### src/pkg/itb_defs.vh
// Constants for the I2C timeout and boot timer block
`ifndef ITB_DEFS_VH
`define ITB_DEFS_VH

// Register byte addresses
`define ITB_ADDR_W 17
`define ITB_OFF_TIMEOUT 17'h1d358
`define ITB_OFF_TIMER 17'h1d35c
`define ITB_OFF_STATUS 17'h1d360
`define ITB_OFF_REMAIN 17'h1d364

// Timeout register fields
`define ITB_BYTE_MSB 31
`define ITB_BYTE_LSB 16
`define ITB_TRAN_MSB 15
`define ITB_TRAN_LSB 0
`define ITB_TIMEOUT_RST 32'h00000000

// Timer register fields
`define ITB_AUTO_BIT 31
`define ITB_COUNT_MSB 15
`define ITB_COUNT_LSB 0
`define ITB_AUTO_RST 1'b0
`define ITB_COUNT_RST 16'h0fa0

// Status register bits
`define ITB_ST_BYTE 0
`define ITB_ST_TRAN 1
`define ITB_ST_GEN 2
`define ITB_ST_BOOT 3
`define ITB_ST_RUN 8
`define ITB_ST_FLAGS 4

// Timebase
`define ITB_CLK_NS 25
`define ITB_US_TICK_NS 1000
// Sized so both divider parameters take them without truncation
`define ITB_US_CYCLES 16'h0028
`define ITB_MS_TICK_US 16'h03e8

`endif

### src/hw/itb_tick_div.v
// Microsecond and millisecond tick dividers
`include "itb_defs.vh"

module itb_tick_div #(
  parameter [15:0] US_CYCLES = `ITB_US_CYCLES,
  parameter [15:0] MS_TICKS = `ITB_MS_TICK_US
) (
  input wire pclk,
  input wire presetn,
  output reg microsecond_tick,
  output reg millisecond_tick
);

  reg [15:0] us_cnt;
  reg [15:0] ms_cnt;

  // Two cascaded stages keep each counter short
  always @(posedge pclk or negedge presetn) begin
    if (!presetn) begin
      us_cnt <= 16'h0000;
      ms_cnt <= 16'h0000;
      microsecond_tick <= 1'b0;
      millisecond_tick <= 1'b0;
    end else begin
      microsecond_tick <= 1'b0;
      millisecond_tick <= 1'b0;
      if (us_cnt == US_CYCLES - 16'h0001) begin
        us_cnt <= 16'h0000;
        microsecond_tick <= 1'b1;
        if (ms_cnt == MS_TICKS - 16'h0001) begin
          ms_cnt <= 16'h0000;
          millisecond_tick <= 1'b1;
        end else begin
          ms_cnt <= ms_cnt + 16'h0001;
        end
      end else begin
        us_cnt <= us_cnt + 16'h0001;
      end
    end
  end

endmodule // itb_tick_div

### src/hw/itb_interval_timer.v
// Interval watchdog counting ticks against a programmed limit
module itb_interval_timer (
  input wire pclk,
  input wire presetn,
  input wire tick,
  input wire start,
  input wire stop,
  input wire [15:0] limit,
  output reg expired
);

  reg armed;
  reg [15:0] cnt;

  // Stop beats start so a closing event never re-arms
  always @(posedge pclk or negedge presetn) begin
    if (!presetn) begin
      armed <= 1'b0;
      cnt <= 16'h0000;
      expired <= 1'b0;
    end else begin
      expired <= 1'b0;
      if (stop) begin
        armed <= 1'b0;
        cnt <= 16'h0000;
      end else if (start) begin
        armed <= 1'b1;
        cnt <= 16'h0000;
      end else if (armed && tick && limit != 16'h0000) begin
        if (cnt == limit - 16'h0001) begin
          expired <= 1'b1;
          armed <= 1'b0;
        end else begin
          cnt <= cnt + 16'h0001;
        end
      end
    end
  end

endmodule // itb_interval_timer

### src/hw/itb_top.v
// I2C byte/transaction timeouts and boot/general timer with APB access
`include "itb_defs.vh"

// Overview of operation
// [RULE_01] The byte watchdog covers start to ack, ack to ack, ack to stop.
// [RULE_02] A byte count of zero switches the byte watchdog off.
// [RULE_03] The byte limit is the upper count field times the us tick.
// [RULE_04] The transaction watchdog runs start to stop; zero disables it.
// [RULE_05] The transaction limit is the lower count times the ms tick.
// [RULE_06] Both watchdogs reset to zero and are idle during boot load.
// [RULE_07] Auto reload clear stops the timer at expiry, set reloads it.
// [RULE_08] A timer count of zero disables it; otherwise it is general use.
// [RULE_09] The timer period is its 16-bit count times the ms tick.
// [RULE_10] Writing the timer register starts the timer.
// [RULE_11] A write while running restarts it with no expiry event.
// [RULE_12] Expiry in boot load gives the boot event, else the general one.
// [RULE_13] Auto reload still raises the event at every expiry.
// [RULE_14] The count resets to 4000 ms and so bounds the boot load.
// [RULE_15] Boot load finishing early clears the count, stopping the timer.
// [RULE_16] A watchdog expiry aborts the transfer and sets a sticky flag.
module itb_top #(
  parameter [15:0] MS_TICKS = `ITB_MS_TICK_US
) (
  input wire pclk,
  input wire presetn,
  input wire psel,
  input wire penable,
  input wire pwrite,
  input wire [`ITB_ADDR_W-1:0] paddr,
  input wire [31:0] pwdata,
  output reg [31:0] prdata,
  output reg pready,
  output reg pslverr,
  input wire i2c_start,
  input wire i2c_restart,
  input wire i2c_ack,
  input wire i2c_stop,
  input wire boot_active,
  input wire boot_done,
  output reg i2c_abort,
  output reg byte_timeout_event,
  output reg transaction_timeout_event,
  output reg general_timer_expired_event,
  output reg boot_load_expired_event,
  output reg timer_running
);

  // Address compare used by both decode paths
  function addr_is;
    input [`ITB_ADDR_W-1:0] a;
    input [`ITB_ADDR_W-1:0] off;
    begin
      addr_is = (a == off);
    end
  endfunction

  wire microsecond_tick;
  wire millisecond_tick;
  wire byte_expired;
  wire tran_expired;

  reg [15:0] byte_limit_count;
  reg [15:0] transaction_limit_count;
  reg auto_reload;
  reg [15:0] timer_count;
  reg [15:0] remain;
  reg [`ITB_ST_FLAGS-1:0] sticky;

  // APB handshake terms
  wire access = psel & penable;
  wire done = access & pready;
  wire wr = done & pwrite;
  wire hit_timeout = addr_is(paddr, `ITB_OFF_TIMEOUT);
  wire hit_timer = addr_is(paddr, `ITB_OFF_TIMER);
  wire hit_status = addr_is(paddr, `ITB_OFF_STATUS);
  wire hit_remain = addr_is(paddr, `ITB_OFF_REMAIN);
  wire mapped = hit_timeout | hit_timer | hit_status | hit_remain;
  wire wr_timer = wr & hit_timer;

  // Timer expiry, suppressed by a restarting write in the same cycle
  wire timer_fire = timer_running & millisecond_tick &
                    (remain == 16'h0001) & ~wr_timer; // [RULE_11]

  itb_tick_div #(
    .US_CYCLES(`ITB_US_CYCLES),
    .MS_TICKS(MS_TICKS)
  ) u_div (
    .pclk(pclk),
    .presetn(presetn),
    .microsecond_tick(microsecond_tick),
    .millisecond_tick(millisecond_tick)
  );

  // Byte watchdog: restarted at start, each ack and a repeated start
  itb_interval_timer u_byte (
    .pclk(pclk),
    .presetn(presetn),
    .tick(microsecond_tick), // [RULE_03]
    .start(i2c_start | i2c_ack | i2c_restart), // [RULE_01]
    .stop(i2c_stop | boot_active | i2c_abort), // [RULE_06]
    .limit(byte_limit_count), // [RULE_02]
    .expired(byte_expired)
  );

  // Transaction watchdog: a repeated start does not restart it
  itb_interval_timer u_tran (
    .pclk(pclk),
    .presetn(presetn),
    .tick(millisecond_tick), // [RULE_05]
    .start(i2c_start), // [RULE_04]
    .stop(i2c_stop | boot_active | i2c_abort), // [RULE_06]
    .limit(transaction_limit_count), // [RULE_04]
    .expired(tran_expired)
  );

  // APB answers one cycle into the access phase
  always @(posedge pclk or negedge presetn) begin
    if (!presetn) begin
      pready <= 1'b0;
      pslverr <= 1'b0;
      prdata <= 32'h00000000;
    end else begin
      pready <= access & ~pready;
      pslverr <= access & ~pready & ~mapped;
      prdata <= 32'h00000000;
      if (access & ~pready & ~pwrite) begin
        if (hit_timeout) begin
          prdata <= {byte_limit_count, transaction_limit_count};
        end else if (hit_timer) begin
          prdata <= {auto_reload, 15'h0000, timer_count};
        end else if (hit_status) begin
          prdata <= {23'h000000, timer_running, 4'h0, sticky};
        end else if (hit_remain) begin
          prdata <= {16'h0000, remain};
        end
      end
    end
  end

  // Watchdog limits, zero after reset
  always @(posedge pclk or negedge presetn) begin
    if (!presetn) begin
      byte_limit_count <= 16'h0000; // [RULE_06]
      transaction_limit_count <= 16'h0000; // [RULE_06]
    end else if (wr & hit_timeout) begin
      byte_limit_count <= pwdata[`ITB_BYTE_MSB:`ITB_BYTE_LSB];
      transaction_limit_count <= pwdata[`ITB_TRAN_MSB:`ITB_TRAN_LSB];
    end
  end

  // Boot/general timer; running from reset so it bounds boot load
  always @(posedge pclk or negedge presetn) begin
    if (!presetn) begin
      auto_reload <= `ITB_AUTO_RST;
      timer_count <= `ITB_COUNT_RST; // [RULE_14]
      remain <= `ITB_COUNT_RST; // [RULE_14]
      timer_running <= 1'b1; // [RULE_14]
    end else if (wr_timer) begin
      auto_reload <= pwdata[`ITB_AUTO_BIT];
      timer_count <= pwdata[`ITB_COUNT_MSB:`ITB_COUNT_LSB]; // [RULE_10]
      remain <= pwdata[`ITB_COUNT_MSB:`ITB_COUNT_LSB]; // [RULE_11]
      timer_running <=
        pwdata[`ITB_COUNT_MSB:`ITB_COUNT_LSB] != 16'h0000; // [RULE_08]
    end else if (boot_done & timer_running & ~timer_fire) begin
      timer_count <= 16'h0000; // [RULE_15]
      remain <= 16'h0000;
      timer_running <= 1'b0;
    end else if (timer_fire) begin
      if (auto_reload) begin
        remain <= timer_count; // [RULE_07]
      end else begin
        remain <= 16'h0000; // [RULE_07]
        timer_running <= 1'b0;
      end
    end else if (timer_running & millisecond_tick) begin
      remain <= remain - 16'h0001; // [RULE_09]
    end
  end

  // Event pulses; each expiry raises one, reload or not
  always @(posedge pclk or negedge presetn) begin
    if (!presetn) begin
      i2c_abort <= 1'b0;
      byte_timeout_event <= 1'b0;
      transaction_timeout_event <= 1'b0;
      general_timer_expired_event <= 1'b0;
      boot_load_expired_event <= 1'b0;
    end else begin
      i2c_abort <= byte_expired | tran_expired; // [RULE_16]
      byte_timeout_event <= byte_expired;
      transaction_timeout_event <= tran_expired;
      general_timer_expired_event <=
        timer_fire & ~boot_active; // [RULE_12] [RULE_13]
      boot_load_expired_event <= timer_fire & boot_active; // [RULE_12]
    end
  end

  // Sticky flags, write one to clear; a new event wins over the clear
  wire [`ITB_ST_FLAGS-1:0] flag_set = {boot_load_expired_event,
                                       general_timer_expired_event,
                                       transaction_timeout_event,
                                       byte_timeout_event};
  genvar gi;
  generate
    for (gi = 0; gi < `ITB_ST_FLAGS; gi = gi + 1) begin : g_flag
      always @(posedge pclk or negedge presetn) begin
        if (!presetn) begin
          sticky[gi] <= 1'b0;
        end else if (flag_set[gi]) begin
          sticky[gi] <= 1'b1; // [RULE_16]
        end else if (wr & hit_status & pwdata[gi]) begin
          sticky[gi] <= 1'b0;
        end
      end
    end
  endgenerate

endmodule // itb_top

### config.mk
export PLATFORM = sky130hd
export DESIGN_NAME = itb_top
export DESIGN_NICKNAME = d
export VERILOG_FILES = /design/src/hw/itb_tick_div.v /design/src/hw/itb_interval_timer.v /design/src/hw/itb_top.v
export VERILOG_INCLUDE_DIRS = /design/src /design/src/pkg
export SDC_FILE = /design/constraint.sdc
export NUM_CORES = 1
export LEC_CHECK = 0
export BUFFER_PORTS_ARGS = -buffer_cell sky130_fd_sc_hd__buf_2
export CAP_MARGIN = 20
export CORE_ASPECT_RATIO = 0.6
export CORE_MARGIN = 3
export CORE_UTILIZATION = 33
export DETAILED_ROUTE_END_ITERATION = 8
export PLACE_DENSITY = 0.48
export SYNTH_ARGS = -nofsm -noshare
export SYNTH_HDL_FRONTEND = slang
export SYNTH_SLANG_ARGS = --single-unit
### constraint.sdc
create_clock -name pclk -period 6.3 [get_ports pclk]
set_clock_uncertainty 0.05 [all_clocks]
set_input_delay 1.26 -clock pclk [delete_from_list [all_inputs] [get_ports pclk]]
set_output_delay 1.26 -clock pclk [all_outputs]
set_load 0.005 [all_outputs]
==> results.toml <==
[outcome]
status = "finished, final reports clean"

[route]
drt_iter0_markers = 707
drc = 0
routed_via_density = 5.47
wl_mm = 29.3
vias = 7862
wl_per_cell_um = 20.4
ant_nets = 0
firstDrtPassIters = 7

[cts]
postCtsHoldBufs = 0
cts_buffers = 17
cts.sinks = 179
clk_latency_ns = 0.45
cts_setup_buffers = 0
htreeDepth = 4
clk_path_buf_depth = 2
cts_tree = "done"
cts_root_buf = "clkbuf_16"
path_clk_slew_ns = 0.07
ctsResizeCount = 0

[global_route]
grt_max_degree = 110
antenna_found_initial = 2
grt_overflow = 0
grt.total_usage_pct = 19.7
grt_pass1_vias = 7457
grt_pass1_wl_mm = 45.7

[synth]
synth-edff-count = 0
ys_ff_latch = 179
syn_area_um2 = 9420
synthArstFlopShare_pct = 100
ys_warn_count = 0
synth.yosys.seq_area_share_pct = 47.7
syn_avg_cell_area_um2 = 9.61
syn_nets = 1049
ys_types = 73
synthCells = 980
yosys_most_used_dff = "dfrtp_1"

[cells_and_area]
top_register = "prdata"
nets = 1126
regArea_um2 = 4500
syn_to_final_growth_pct = 14.8
layout.cells.most_common_list = "dfrtp_1, nand2_1, o21ai_0, buf_2, a21oi_1"
finalInstanceArea_um2 = 10800
fillCellCount = 2816
largest_reg_flops = 32
drive_above_1_share_pct = 19.5
multi_input_area_um2 = 4610
layout_commonest_cell = "dfrtp_1"

[place]
hpwl_mm = 21.8
numPortBuffers = 99
postPlaceCellArea_um2 = 10200
gp_congestion = 0.847

[floorplan]
die_w_um = 224
num_io_pins = 100
die_area_um2 = 30700
start_util_pct = 33.9
core-area_um2 = 27800
rows = 47
die_y_um = 137

[power]
irDropWorstVdd_mv = 0.138
p_total_mw = 2.32
leakage_nw = 4.83
power_per_cell_area_nw_per_um2 = 215

[job]
drv_cap = 0

[timing]
drv_slew = 0
rsz0062_at_grt = "no"
period_share_pct = 67.5
slew_headroom_pct = 38.7
setup_tns_ns = 0
finalSetupViolCount = 0
worst_slew_pin_slew_ns = 0.919
min_period_ns = 4.25
clock.fmax_ghz = 0.235
hold_violations = 0

[worst_setup_path]
startpoint_type = "input pin"
arrival_ns = 4.53
endpoint_kind = "flip-flop"
setup.worst_path.class = "input pin to flip-flop"
crit_required_ns = 6.58
crit_fanout = 39

[hold_path]
min_path_type = "flip-flop to flip-flop"
## power by group
group	leakage, nW	internal, mW	switching, mW
logic	2.15	0.0196	0.0502
registers	2.39	1.15	0.00154
clock network	0.292	0.613	0.489
total	4.83	1.78	0.541
## synth_stat cells (all sizes together), types with 3 or more instances
cell type / number / area share, %
a211oi: 4 / 0.32
a21o: 6 / 0.48
a21oi: 59 / 3.1
a221oi: 7 / 0.65
a22o: 12 / 1.1
a31oi: 5 / 0.40
a32o: 5 / 0.53
and2: 25 / 1.7
and3: 21 / 1.4
and4: 4 / 0.37
buf: 23 / 1.5
clkbuf: 26 / 1.1
dfrtp: 166 / 44
dfstp: 13 / 3.6
ha: 9 / 1.2
inv: 22 / 0.88
mux2: 26 / 3.1
nand2: 99 / 3.9
nand2b: 9 / 0.60
nand3: 30 / 1.6
nand3b: 6 / 0.48
nand4: 27 / 2.0
nor2: 56 / 2.2
nor2b: 3 / 0.20
nor3: 28 / 1.7
nor3b: 4 / 0.32
nor4: 20 / 1.4
nor4b: 4 / 0.37
o211ai: 9 / 0.72
o21ai: 103 / 5.6
o311ai: 3 / 0.36
o31ai: 8 / 0.64
o41ai: 4 / 0.45
or2: 6 / 0.40
or3: 24 / 1.7
or4: 14 / 1.2
or4b: 3 / 0.32
xnor2: 37 / 3.4
xor2: 28 / 2.6
## stage by stage
step	utilization, %	hold slack, ns	cells	worst slack, ns
floorplan	-	0.296	980	2.71
global placement	36.7	0.307	1405	1.60
detailed placement	36.7	0.305	1405	1.57
CTS	38.9	0.315	1437	2.04
global route	38.9	0.326	1437	1.84
finish	38.9	0.315	1438	2.05
## worst max-delay path: stages
cell and delay [ns]:
buf_2 0.09, or4b_2 0.65, nor4_1 0.45, and2_1 0.19, buf_4 0.28, nand2_1 0.43
nor3_4 0.27, buf_4 0.49, mux2_2 0.40
## cells by family after synthesis
family | synth area share, %
adders and majority gates | 1.20
buffers and inverters | 3.41
muxes | 3.21
DFF | 47.7
AOI/OAI and AO/OA | 16.2
xor gates and xnor gates | 6.04
and+or+nand+nor | 22.2
## final timing paths
check,from,cells past startpoint,slack (ns),endpoint
worst max-delay path,paddr[1],9,2.05,transaction_limit_count[14]
worst min-delay path,u_byte.expired,0,0.31,byte_timeout_event
worst max register to register,byte_limit_count[0],10,2.28,u_byte.cnt[10]
worst min register to register,u_byte.expired,0,0.31,byte_timeout_event
max in group asynchronous,presetn,2,4.22,timer_count[11]
min in group asynchronous,presetn,1,0.86,prdata[22]
## layer usage
metal / vias to the layer above / track usage [%] / wire length, µm
met5: - / 0 / 17
met4: 2 / 4.12 / 185
met3: 14 / 4.91 / 2040
met2: 225 / 25.2 / 11100
met1: 3875 / 32.2 / 16000
li1: 3746 / - / -
## layout make-up
cell class,count,share of cell area (%)
flip-flops and latches,179,41.6
diodes,1,0.0231
inverters,22,0.763
multi-input cells,730,42.6
clock buffers,19,4.19
repair buffers,107,5.22
well taps,367,4.25
clock inverters,13,1.35
(Power assumes the default switching activity.)
